--- config.mk ---
export PLATFORM = sky130hd
export DESIGN_NAME = qdw_top
export DESIGN_NICKNAME = d
export VERILOG_FILES = /design/src/design/qdw_pkg.sv /design/src/design/qdw_lba_trk.sv /design/src/design/qdw_top.sv
export SDC_FILE = /design/constraint.sdc
export NUM_CORES = 1
export LEC_CHECK = 0
export BUFFER_PORTS_ARGS = -buffer_cell sky130_fd_sc_hd__buf_2
export CORE_MARGIN = 5
export CORE_UTILIZATION = 40
export DETAILED_ROUTE_END_ITERATION = 16
export GPL_TIMING_DRIVEN = 0
export PLACE_DENSITY = 0.55
export SETUP_SLACK_MARGIN = 0.5
export SYNTH_ARGS = -nofsm -noshare
export SYNTH_HDL_FRONTEND = slang
export SYNTH_SLANG_ARGS = --single-unit
--- constraint.sdc ---
create_clock -name clk_i -period 4.4 [get_ports clk_i]
set_clock_uncertainty 0.2 [all_clocks]
set_input_delay 0.44 -clock clk_i [delete_from_list [all_inputs] [get_ports clk_i]]
set_output_delay 0.44 -clock clk_i [all_outputs]
set_load 0.02 [all_outputs]
--- src/design/qdw_pkg.sv ---
package qdw_pkg;

	// Register byte addresses on the APB port.
	localparam logic [7:0] ADDR_CTRL     = 8'h00;
	localparam logic [7:0] ADDR_CMD      = 8'h04;
	localparam logic [7:0] ADDR_COUNT    = 8'h08;
	localparam logic [7:0] ADDR_LBA_CUR  = 8'h0C;
	localparam logic [7:0] ADDR_LBA_PRV  = 8'h10;
	localparam logic [7:0] ADDR_DEVHEAD  = 8'h14;
	localparam logic [7:0] ADDR_TAG      = 8'h18;
	localparam logic [7:0] ADDR_STATUS   = 8'h1C;
	localparam logic [7:0] ADDR_ERR_LBA  = 8'h20;
	localparam logic [7:0] ADDR_IRQ_STAT = 8'h24;
	localparam logic [7:0] ADDR_IRQ_MASK = 8'h28;

	// Command code of the queued first-party-DMA write.
	localparam logic [7:0] CMD_WR_FPDMA = 8'h61;

	// Field positions.
	localparam int CTRL_WCE_BIT  = 0;
	localparam int CTRL_HOB_BIT  = 1;
	localparam int FUA_BIT       = 7;
	localparam int TAG_MSB       = 7;
	localparam int TAG_LSB       = 3;
	localparam int ST_BUSY_BIT   = 0;
	localparam int ST_CMPL_BIT   = 1;
	localparam int ST_ERR_BIT    = 2;
	localparam int ST_ABT_BIT    = 3;
	localparam int ST_TAG_LSB    = 8;
	localparam int ST_TAG_MSB    = 12;

	// Widths and sizes.
	localparam int LBA_W   = 48;
	localparam int HALF_W  = 24;
	localparam int CNT_W   = 17;
	localparam int TAG_W   = 5;
	localparam int IRQ_W   = 3;
	localparam int IRQ_DONE = 0;
	localparam int IRQ_ERR  = 1;
	localparam int IRQ_ABT  = 2;

	// A zero sector count stands for this many sectors.
	localparam logic [CNT_W-1:0] CNT_ZERO_MEANS = 17'h10000;
	localparam logic [CNT_W-1:0] CNT_ONE        = 17'h00001;

	// Reset values.
	localparam logic [31:0] RST_WORD = 32'h0000_0000;

	// Command engine states.
	typedef enum logic [1:0] {
		ST_IDLE,
		ST_RECV,
		ST_WRITE
	} qdw_state_t;

endpackage

--- src/design/qdw_lba_trk.sv ---
`timescale 1ns/10ps
module qdw_lba_trk
	import qdw_pkg::*;
(
	// Clock, reset and enable.
	input  wire logic              clk_i,
	input  wire logic              srst_i,
	input  wire logic              ce_i,
	// Control from the command engine.
	input  wire logic              load_i,
	input  wire logic [LBA_W-1:0]  lba_i,
	input  wire logic              step_i,
	input  wire logic              capt_i,
	input  wire logic              hob_i,
	// Tracked addresses.
	output logic      [LBA_W-1:0]  cur_lba_o,
	output logic      [HALF_W-1:0] err_half_o
);

	logic [LBA_W-1:0] cur_r;
	logic [LBA_W-1:0] err_r;

	// The failing address is shown low half or high half as the select bit asks.
	assign cur_lba_o  = cur_r;
	assign err_half_o = hob_i ? err_r[LBA_W-1:HALF_W] : err_r[HALF_W-1:0];

	// Current sector address: loaded at start, advanced after each sector is on media.
	always_ff @(posedge clk_i) begin
		if (srst_i) begin
			cur_r <= '0;
		end else if (ce_i) begin
			if (load_i) begin
				cur_r <= lba_i;
			end else if (step_i) begin
				cur_r <= cur_r + {{(LBA_W-1){1'b0}}, 1'b1};
			end
		end
	end

	// The address of the first failing sector is held for software.
	always_ff @(posedge clk_i) begin
		if (srst_i) begin
			err_r <= '0;
		end else if (ce_i && capt_i) begin
			err_r <= cur_r;
		end
	end

endmodule // qdw_lba_trk

--- src/design/qdw_top.sv ---
//Contract
// - Command code 61h starts the queued DMA write; other codes are aborted. A code written while the engine is busy is ignored.
// - Accept one or more sectors from the host, then commit them to media.
// - Sector count low byte is current count, high byte is previous count.
// - An assembled sector count of zero means 65,536 sectors.
// - On an unrecoverable error stop at the failing sector, write nothing after.
// - Force-unit-access set: report completion only after data is on media.
// - Force-unit-access clear with write cache on: completion may precede media write.
// - With high-order select clear, report failing LBA bits 23:0.
// - With high-order select set, report failing LBA bits 47:24.
`timescale 1ns/10ps
module qdw_top
	import qdw_pkg::*;
(
	// Clock, reset and enable.
	input  wire logic              clk_i,
	input  wire logic              srst_i,
	input  wire logic              ce_i,
	// APB slave.
	input  wire logic              psel_i,
	input  wire logic              penable_i,
	input  wire logic              pwrite_i,
	input  wire logic [7:0]        paddr_i,
	input  wire logic [31:0]       pwdata_i,
	output logic      [31:0]       prdata_o,
	output logic                   pready_o,
	output logic                   pslverr_o,
	// Host sector stream.
	input  wire logic              sec_vld_i,
	output logic                   sec_rdy_o,
	// Media write port.
	output logic                   med_req_o,
	output logic      [LBA_W-1:0]  med_lba_o,
	input  wire logic              med_done_i,
	input  wire logic              med_err_i,
	// Interrupt.
	output logic                   irq_o
);

	qdw_state_t        state_r;
	qdw_state_t        state_nxt;
	logic [31:0]       prdata_r;
	logic              pready_r;
	logic              pslverr_r;
	logic              sec_rdy_r;
	logic              med_req_r;
	logic              irq_r;
	logic [1:0]        ctrl_r;
	logic [15:0]       count_r;
	logic [HALF_W-1:0] lba_cur_r;
	logic [HALF_W-1:0] lba_prv_r;
	logic              fua_r;
	logic [TAG_W-1:0]  tag_r;
	logic [TAG_W-1:0]  act_tag_r;
	logic              act_fua_r;
	logic              act_early_r;
	logic [CNT_W-1:0]  rcv_left_r;
	logic [CNT_W-1:0]  wr_left_r;
	logic              cmpl_r;
	logic              err_r;
	logic              abt_r;
	logic [IRQ_W-1:0]  irq_stat_r;
	logic [IRQ_W-1:0]  irq_stat_nxt;
	logic [IRQ_W-1:0]  irq_mask_r;
	logic [IRQ_W-1:0]  irq_ev;
	logic [LBA_W-1:0]  cur_lba;
	logic [HALF_W-1:0] err_half;

	// Bus phase decode: a request is taken at the access edge only.
	wire setup_ph = psel_i && !penable_i;
	wire acc_ph   = psel_i && penable_i && pready_r;
	wire wr_acc   = acc_ph && pwrite_i;
	wire busy     = (state_r != ST_IDLE);

	// Write decode per register.
	wire wr_ctrl  = wr_acc && (paddr_i == ADDR_CTRL);
	wire wr_cmd   = wr_acc && (paddr_i == ADDR_CMD);
	wire wr_count = wr_acc && (paddr_i == ADDR_COUNT) && !busy;
	wire wr_lbac  = wr_acc && (paddr_i == ADDR_LBA_CUR) && !busy;
	wire wr_lbap  = wr_acc && (paddr_i == ADDR_LBA_PRV) && !busy;
	wire wr_dev   = wr_acc && (paddr_i == ADDR_DEVHEAD) && !busy;
	wire wr_tag   = wr_acc && (paddr_i == ADDR_TAG) && !busy;
	wire wr_istat = wr_acc && (paddr_i == ADDR_IRQ_STAT);
	wire wr_imask = wr_acc && (paddr_i == ADDR_IRQ_MASK);

	// Command launch: while idle, the queued write code starts, anything else is aborted.
	wire cmd_ok   = wr_cmd && !busy && (pwdata_i[7:0] == CMD_WR_FPDMA);
	wire cmd_bad  = wr_cmd && !busy && (pwdata_i[7:0] != CMD_WR_FPDMA);

	// A zero count stands for the full 65,536 sectors.
	wire [CNT_W-1:0] count_ext = (count_r == 16'h0000) ? CNT_ZERO_MEANS : {1'b0, count_r};

	// Early completion is allowed when caching is on and force-unit-access is clear.
	wire early_ok = ctrl_r[CTRL_WCE_BIT] && !fua_r;

	// Sector handshakes.
	wire sec_take  = (state_r == ST_RECV) && sec_rdy_r && sec_vld_i;
	wire last_rcv  = sec_take && (rcv_left_r == CNT_ONE);
	wire med_ok    = (state_r == ST_WRITE) && med_req_r && med_done_i && !med_err_i;
	wire med_fail  = (state_r == ST_WRITE) && med_req_r && med_err_i;
	wire last_wr   = med_ok && (wr_left_r == CNT_ONE);
	wire done_ev   = (last_rcv && act_early_r) || (last_wr && !act_early_r);

	// Next state of the command engine.
	always_comb begin
		state_nxt = state_r;
		unique case (state_r)
			ST_IDLE: begin
				if (cmd_ok) begin
					state_nxt = ST_RECV;
				end
			end
			ST_RECV: begin
				if (last_rcv) begin
					state_nxt = ST_WRITE;
				end
			end
			ST_WRITE: begin
				if (med_fail || last_wr) begin
					state_nxt = ST_IDLE;
				end
			end
		endcase
	end

	// Engine state and handshake outputs follow the next state.
	always_ff @(posedge clk_i) begin
		if (srst_i) begin
			state_r   <= ST_IDLE;
			sec_rdy_r <= 1'b0;
			med_req_r <= 1'b0;
		end else if (ce_i) begin
			state_r   <= state_nxt;
			sec_rdy_r <= (state_nxt == ST_RECV);
			med_req_r <= (state_nxt == ST_WRITE) && !med_ok;
		end
	end

	// Sector counters for reception and media commit.
	always_ff @(posedge clk_i) begin
		if (srst_i) begin
			rcv_left_r <= '0;
			wr_left_r  <= '0;
		end else if (ce_i) begin
			if (cmd_ok) begin
				rcv_left_r <= count_ext;
				wr_left_r  <= count_ext;
			end else begin
				if (sec_take) begin
					rcv_left_r <= rcv_left_r - CNT_ONE;
				end
				if (med_ok) begin
					wr_left_r <= wr_left_r - CNT_ONE;
				end
			end
		end
	end

	// Per-command copy of tag and completion mode, frozen at launch.
	always_ff @(posedge clk_i) begin
		if (srst_i) begin
			act_tag_r   <= '0;
			act_fua_r   <= 1'b0;
			act_early_r <= 1'b0;
		end else if (ce_i && cmd_ok) begin
			act_tag_r   <= tag_r;
			act_fua_r   <= fua_r;
			act_early_r <= early_ok;
		end
	end

	// Command status: completion, error and abort are held until the next launch.
	always_ff @(posedge clk_i) begin
		if (srst_i) begin
			cmpl_r <= 1'b0;
			err_r  <= 1'b0;
			abt_r  <= 1'b0;
		end else if (ce_i) begin
			if (cmd_ok) begin
				cmpl_r <= 1'b0;
				err_r  <= 1'b0;
				abt_r  <= 1'b0;
			end else begin
				if (done_ev) begin
					cmpl_r <= 1'b1;
				end
				if (med_fail) begin
					err_r <= 1'b1;
				end
				if (cmd_bad) begin
					abt_r <= 1'b1;
				end
			end
		end
	end

	// Command block registers written by software.
	always_ff @(posedge clk_i) begin
		if (srst_i) begin
			ctrl_r    <= '0;
			count_r   <= '0;
			lba_cur_r <= '0;
			lba_prv_r <= '0;
			fua_r     <= 1'b0;
			tag_r     <= '0;
		end else if (ce_i) begin
			if (wr_ctrl) ctrl_r <= pwdata_i[1:0];
			if (wr_count) count_r <= pwdata_i[15:0];
			if (wr_lbac) lba_cur_r <= pwdata_i[HALF_W-1:0];
			if (wr_lbap) lba_prv_r <= pwdata_i[HALF_W-1:0];
			if (wr_dev) fua_r <= pwdata_i[FUA_BIT];
			if (wr_tag) tag_r <= pwdata_i[TAG_MSB:TAG_LSB];
		end
	end

	// Address tracking and failing-address capture.
	qdw_lba_trk u_trk (
		.clk_i      (clk_i),
		.srst_i     (srst_i),
		.ce_i       (ce_i),
		.load_i     (cmd_ok),
		.lba_i      ({lba_prv_r, lba_cur_r}),
		.step_i     (med_ok),
		.capt_i     (med_fail),
		.hob_i      (ctrl_r[CTRL_HOB_BIT]),
		.cur_lba_o  (cur_lba),
		.err_half_o (err_half)
	);

	// Interrupt events; a set in the same cycle as a clear wins.
	assign irq_ev = {cmd_bad, med_fail, done_ev};
	genvar gi;
	generate
		for (gi = 0; gi < IRQ_W; gi++) begin : g_irq
			assign irq_stat_nxt[gi] = irq_ev[gi] || (irq_stat_r[gi] && !(wr_istat && pwdata_i[gi]));
		end
	endgenerate

	// Sticky status, mask and the level interrupt.
	always_ff @(posedge clk_i) begin
		if (srst_i) begin
			irq_stat_r <= '0;
			irq_mask_r <= '0;
			irq_r      <= 1'b0;
		end else if (ce_i) begin
			irq_stat_r <= irq_stat_nxt;
			if (wr_imask) irq_mask_r <= pwdata_i[IRQ_W-1:0];
			irq_r <= |(irq_stat_nxt & (wr_imask ? pwdata_i[IRQ_W-1:0] : irq_mask_r));
		end
	end

	// Read data selection.
	wire [31:0] st_word = {19'h0, act_tag_r, 4'h0, abt_r, err_r, cmpl_r, busy};
	wire mapped = (paddr_i <= ADDR_IRQ_MASK) && (paddr_i[1:0] == 2'h0);
	logic [31:0] rd_mux;
	always_comb begin
		rd_mux = RST_WORD;
		unique case (paddr_i)
			ADDR_CTRL:     rd_mux = {30'h0, ctrl_r};
			ADDR_COUNT:    rd_mux = {16'h0, count_r};
			ADDR_LBA_CUR:  rd_mux = {8'h0, lba_cur_r};
			ADDR_LBA_PRV:  rd_mux = {8'h0, lba_prv_r};
			ADDR_DEVHEAD:  rd_mux = {24'h0, fua_r, 7'h0};
			ADDR_TAG:      rd_mux = {24'h0, tag_r, 3'h0};
			ADDR_STATUS:   rd_mux = st_word;
			ADDR_ERR_LBA:  rd_mux = {8'h0, err_half};
			ADDR_IRQ_STAT: rd_mux = {29'h0, irq_stat_r};
			ADDR_IRQ_MASK: rd_mux = {29'h0, irq_mask_r};
			default:       rd_mux = RST_WORD;
		endcase
	end

	// APB answer: ready for exactly the first access cycle, data latched in setup.
	always_ff @(posedge clk_i) begin
		if (srst_i) begin
			pready_r  <= 1'b0;
			pslverr_r <= 1'b0;
			prdata_r  <= RST_WORD;
		end else if (ce_i) begin
			pready_r  <= setup_ph;
			pslverr_r <= setup_ph && !mapped;
			if (setup_ph) prdata_r <= (mapped && !pwrite_i) ? rd_mux : RST_WORD;
		end
	end

	assign prdata_o  = prdata_r;
	assign pready_o  = pready_r;
	assign pslverr_o = pslverr_r;
	assign sec_rdy_o = sec_rdy_r;
	assign med_req_o = med_req_r;
	assign med_lba_o = cur_lba;
	assign irq_o     = irq_r;
endmodule // qdw_top

==> results.py <==
metrics = {
    "min_path": {
        "min_path_cells": 3,
        "worstHoldEndpoint": "lba_prv_r[5]",
        "min-delay-start": "pwdata_i[5]",
        "hold_class": "primary input to flop",
    },
    "clock_network": {
        "cts-root-buf": "sky130_fd_sc_hd__clkbuf_16",
        "cts_sinks": 248,
        "postCtsSetupBuffers": 0,
        "clkSlewWorstSetupHoldPaths_ns": 0.06,
        "insertion_delay_ns": 0.56,
        "max_clock_buf_depth": 3,
        "cts_htree_levels": 1,
        "cts_tree": "done",
        "tritoncts.num_buffers": 29,
    },
    "timing": {
        "grt_setup_unrepaired": "false",
        "maximum_operating_frequency_mhz": 262,
        "final.period_utilization_pct": 86.8,
        "fin_crit_ns": 3.82,
        "report.final.setup_viol": 0,
        "finalHoldViolations": 0,
        "slew-limit-headroom_pct": 17.3,
        "report.final.slew_viol_count": 0,
        "worst_hold_slack_ns": 0.0117,
        "tightest_slew_ns": 1.22,
    },
    "floorplan": {
        "core-area_mm2": 0.0305,
        "num_rows": 64,
        "die_area_mm2": 0.0344,
        "starting_utilization_of_the_core_area_pct": 40.3,
        "io_pins": 134,
        "die_y_um": 185,
        "die_x_um": 185,
    },
    "pwr": {
        "powerDensity_mw_per_mm2": 337,
        "sw_frac_of_total_pct": 23.1,
        "p_leak_nw": 5.04,
        "pwr-share-clk_pct": 50.5,
        "switching_power_total_mw": 1.13,
        "ir_drop_v": 0.000278,
        "seqPwrFrac_pct": 45.9,
        "intPower_mw": 3.77,
        "comb_power_share_pct": 3.7,
    },
    "global_route": {
        "grt_pass1_wl_mm": 84.8,
        "grt_use_total_pct": 33.1,
        "first_global_vias": 12663,
        "grt_antenna_before_repair": 2,
        "grt_remaining_overflow": 0,
        "pin_count_of_the_biggest_net_entering_global_routing": 14,
    },
    "final_layout": {
        "post_route_cells_drive_above_1_share_pct": 12.3,
        "area_delta_synth_final_pct": 18.2,
        "nets": 1809,
        "finalNonFillerCells": 2167,
        "num_antenna_cells": 0,
    },
    "synth": {
        "synth_largest_type_area_fraction_pct": 40.4,
        "netlist_top_cells_area": "sky130_fd_sc_hd__dfxtp_1 (40%), sky130_fd_sc_hd__nand2_1 (9.1%), sky130_fd_sc_hd__a21oi_1 (7.2%)",
        "yosysWarnings": 0,
        "synth-edff-count": 0,
        "ys.flop_type": "sky130_fd_sc_hd__dfxtp_1",
        "synthesis.area_mm2": 0.0123,
        "synth.distinct_cells": 74,
        "synth.largest_area_cell": "sky130_fd_sc_hd__dfxtp_1",
        "async_flop_share_pct": 0,
        "ys_seq_elements": 248,
        "proportion_of_synthesized_chip_area_in_sequential_cells_pct": 40.4,
        "syn-instance-count": 1586,
        "postSynthAreaPerCell_um2": 7.76,
    },
    "critical_path": {
        "critical_path_arrival_ns": 4.09,
        "worst_path_top_cell_family_by_delay": "simple AND/OR/NAND/NOR gates",
        "critical_path_peak_fanout": 10,
        "path_cells": "dlygate4sd3_1 -> buf_6 -> or4b_1 -> nor4_4 -> buf_6 -> nand2_1 -> clkbuf_1 -> nor3_1 -> a31oi_1 -> o22ai_1",
        "critical_path.reg2reg.endpoint": "rcv_left_r[16]",
        "startpoint_type": "primary input",
        "timing.critical_path.slowest_cell_delay_ns": 0.66,
        "worstSetupPathType": "primary input to flop",
        "worst_r2r_path_depth": 9,
        "endpoint_kind": "flop",
        "regToRegStartpoint": "state_r[0]",
        "timing.critical_path.required_ns": 4.67,
        "cpMostUsedCell": "sky130_fd_sc_hd__buf_6",
        "critical_path.startpoint": "pwdata_i[1]",
        "crit_slowest_cell": "sky130_fd_sc_hd__nor3_1",
        "critical_path.n_buffers_inverters": 4,
        "r2r_slack_ns": 0.80,
    },
    "detailed_routing": {
        "drt_wl_total_mm": 58.7,
        "vias": 13637,
        "routed_wire_length_per_instance_um": 27.1,
        "drt-vias-per-instance": 6.29,
        "detailedRoute.firstPassIterationCount": 5,
        "initialDrtViolationCount": 1473,
        "drcViolationCount": 0,
        "ant_nets": 0,
    },
    "placement": {
        "post-place-cells": 2100,
        "place_congestion": 0.989,
        "place_hpwl_mm": 43.6,
        "port_buffers": 110,
    },
    "run_status": {
        "status": "completed",
    },
    "flow_run": {
        "cap_violations": 0,
    },
}
## what timing repair did
action,4_1_cts,5_1_grt
setup endpoints to repair,0,5
hold endpoints to repair,37,0
resized for setup,0,2
hold buffers,17,0
## flip-flops by register name (all words and copies together), names as in the netlist, 16 cells and up
name	flops
u_trk.cur_lba_o	48
lba_prv_r	24
prdata_o	24
u_trk.err_r	48
lba_cur_r	24
wr_left_r	17
count_r	16
rcv_left_r	17
## synth_stat cells (6+ instances only)
cell / number
sky130_fd_sc_hd__and2_1: 6
sky130_fd_sc_hd__nor3_1: 46
sky130_fd_sc_hd__nand3b_1: 6
sky130_fd_sc_hd__o21ai_0: 94
sky130_fd_sc_hd__o211ai_1: 12
sky130_fd_sc_hd__o32ai_1: 7
sky130_fd_sc_hd__clkbuf_1: 92
sky130_fd_sc_hd__and3_1: 23
sky130_fd_sc_hd__o31ai_1: 10
sky130_fd_sc_hd__nand3_1: 44
sky130_fd_sc_hd__nor4_1: 20
sky130_fd_sc_hd__or4_1: 8
sky130_fd_sc_hd__nand2_1: 297
sky130_fd_sc_hd__buf_4: 14
sky130_fd_sc_hd__dfxtp_1: 248
sky130_fd_sc_hd__a22oi_1: 50
sky130_fd_sc_hd__a21oi_1: 178
sky130_fd_sc_hd__ha_1: 8
sky130_fd_sc_hd__o22ai_1: 15
sky130_fd_sc_hd__a21o_1: 15
sky130_fd_sc_hd__mux2i_1: 51
sky130_fd_sc_hd__a211oi_1: 24
sky130_fd_sc_hd__buf_2: 22
sky130_fd_sc_hd__nand4_1: 22
sky130_fd_sc_hd__inv_1: 21
sky130_fd_sc_hd__or3_1: 6
sky130_fd_sc_hd__a221oi_1: 11
sky130_fd_sc_hd__nor2_1: 115
sky130_fd_sc_hd__a22o_1: 19
sky130_fd_sc_hd__a32o_1: 11
## layout by cell type (no fill, tap or decap), types with 6 or more instances in the layout
master	count
sky130_fd_sc_hd__nand2_1	297
sky130_fd_sc_hd__dfxtp_1	248
sky130_fd_sc_hd__a21oi_1	178
sky130_fd_sc_hd__buf_2	132
sky130_fd_sc_hd__nor2_1	115
sky130_fd_sc_hd__clkbuf_1	94
sky130_fd_sc_hd__o21ai_0	94
sky130_fd_sc_hd__mux2i_1	51
sky130_fd_sc_hd__a22oi_1	50
sky130_fd_sc_hd__nor3_1	46
sky130_fd_sc_hd__nand3_1	44
sky130_fd_sc_hd__clkbuf_16	29
sky130_fd_sc_hd__a211oi_1	24
sky130_fd_sc_hd__and3_1	23
sky130_fd_sc_hd__nand4_1	22
sky130_fd_sc_hd__inv_1	21
sky130_fd_sc_hd__a22o_1	19
sky130_fd_sc_hd__nor4_1	18
sky130_fd_sc_hd__dlygate4sd3_1	17
sky130_fd_sc_hd__a21o_1	15
sky130_fd_sc_hd__o22ai_1	15
sky130_fd_sc_hd__buf_4	14
sky130_fd_sc_hd__o211ai_1	12
sky130_fd_sc_hd__a221oi_1	11
sky130_fd_sc_hd__a32o_1	11
sky130_fd_sc_hd__o31ai_1	10
sky130_fd_sc_hd__clkbuf_8	10
sky130_fd_sc_hd__or4_1	8
sky130_fd_sc_hd__ha_1	8
sky130_fd_sc_hd__conb_1	8
sky130_fd_sc_hd__o32ai_1	7
sky130_fd_sc_hd__clkinv_2	7
sky130_fd_sc_hd__and2_1	6
sky130_fd_sc_hd__or3_1	6
sky130_fd_sc_hd__nand3b_1	6
## metal layers
metal | part of all wire [%] | GRT usage [%] | wire [um] | vias to the layer above
li1 | - | - | - | 6085
met2 | 42 | 49.1 | 24700 | 847
met3 | 11 | 7.42 | 6590 | 181
met5 | 0.044 | 0 | 26 | -
met4 | 5.5 | 15.2 | 3230 | 4
met1 | 41 | 46.0 | 24200 | 6520
## stage by stage
stage	instance area, um2	utilization, %	setup WS [ns]	setup TNS (ns)	total power, mW
after floorplan	12300	-	1.46	0	2.37
after global placement	13400	43.8	-0.359	-3.66	2.46
after detailed placement	13400	43.9	0.0548	0	2.46
after CTS	14500	47.6	0.591	0	4.91
after global routing	14500	47.7	0.537	0	4.99
final	14500	47.7	0.581	0	4.90
## area by class of cell
class / instances / area [um2]
plain buffers: 134 / 607
clock buffers: 41 / 871
clock inverters: 9 / 95.1
fillers: 3096 / 16000
inverters: 22 / 82.6
multi-input cells: 1189 / 6700
flip-flops and latches: 248 / 4960
well taps: 396 / 495
repair buffers: 128 / 732
## tightest hold or removal path: cells and delay by family
kind,cells,cell delay (ns)
buffers and inverters,1,0.15
AND/OR/NAND/NOR,1,0.07
AO/OA/AOI/OAI,1,0.05
## logic make-up (layout without fill, tap and decap cells)
group / count (synthesis) / in the layout / synth area share (%)
DFF: 248 / 248 / 40.4
adders and majority gates: 8 / 8 / 0.814
other: 1 / 8 / 0.0305
buffers and inverters: 156 / 334 / 5.60
AOI/OAI and AO/OA: 494 / 494 / 25.6
muxes: 52 / 52 / 4.24
and+or+nand+nor: 627 / 627 / 23.4
## worst max path at each step
stage               slack, ns                   to  depth (start not counted)
floorplan                1.46  u_trk.cur_lba_o[38]                          8
global placement        -0.36       rcv_left_r[16]                          8
detailed placement       0.05       rcv_left_r[16]                          9
CTS                      0.59       rcv_left_r[16]                          9
global route             0.54       rcv_left_r[16]                         10
finish                   0.58       rcv_left_r[16]                         10
## power by group through the flow
stage | clock, mW | combinational [mW] | sequential, mW
final | 2.47 | 0.180 | 2.25
after global routing | 2.55 | 0.188 | 2.25
after CTS | 2.49 | 0.174 | 2.25
after detailed placement | 0 | 0.162 | 2.30
after global placement | 0 | 0.162 | 2.30
after floorplan | 0 | 0.0720 | 2.30
No activity file was read; power rests on OpenSTA's default activity.
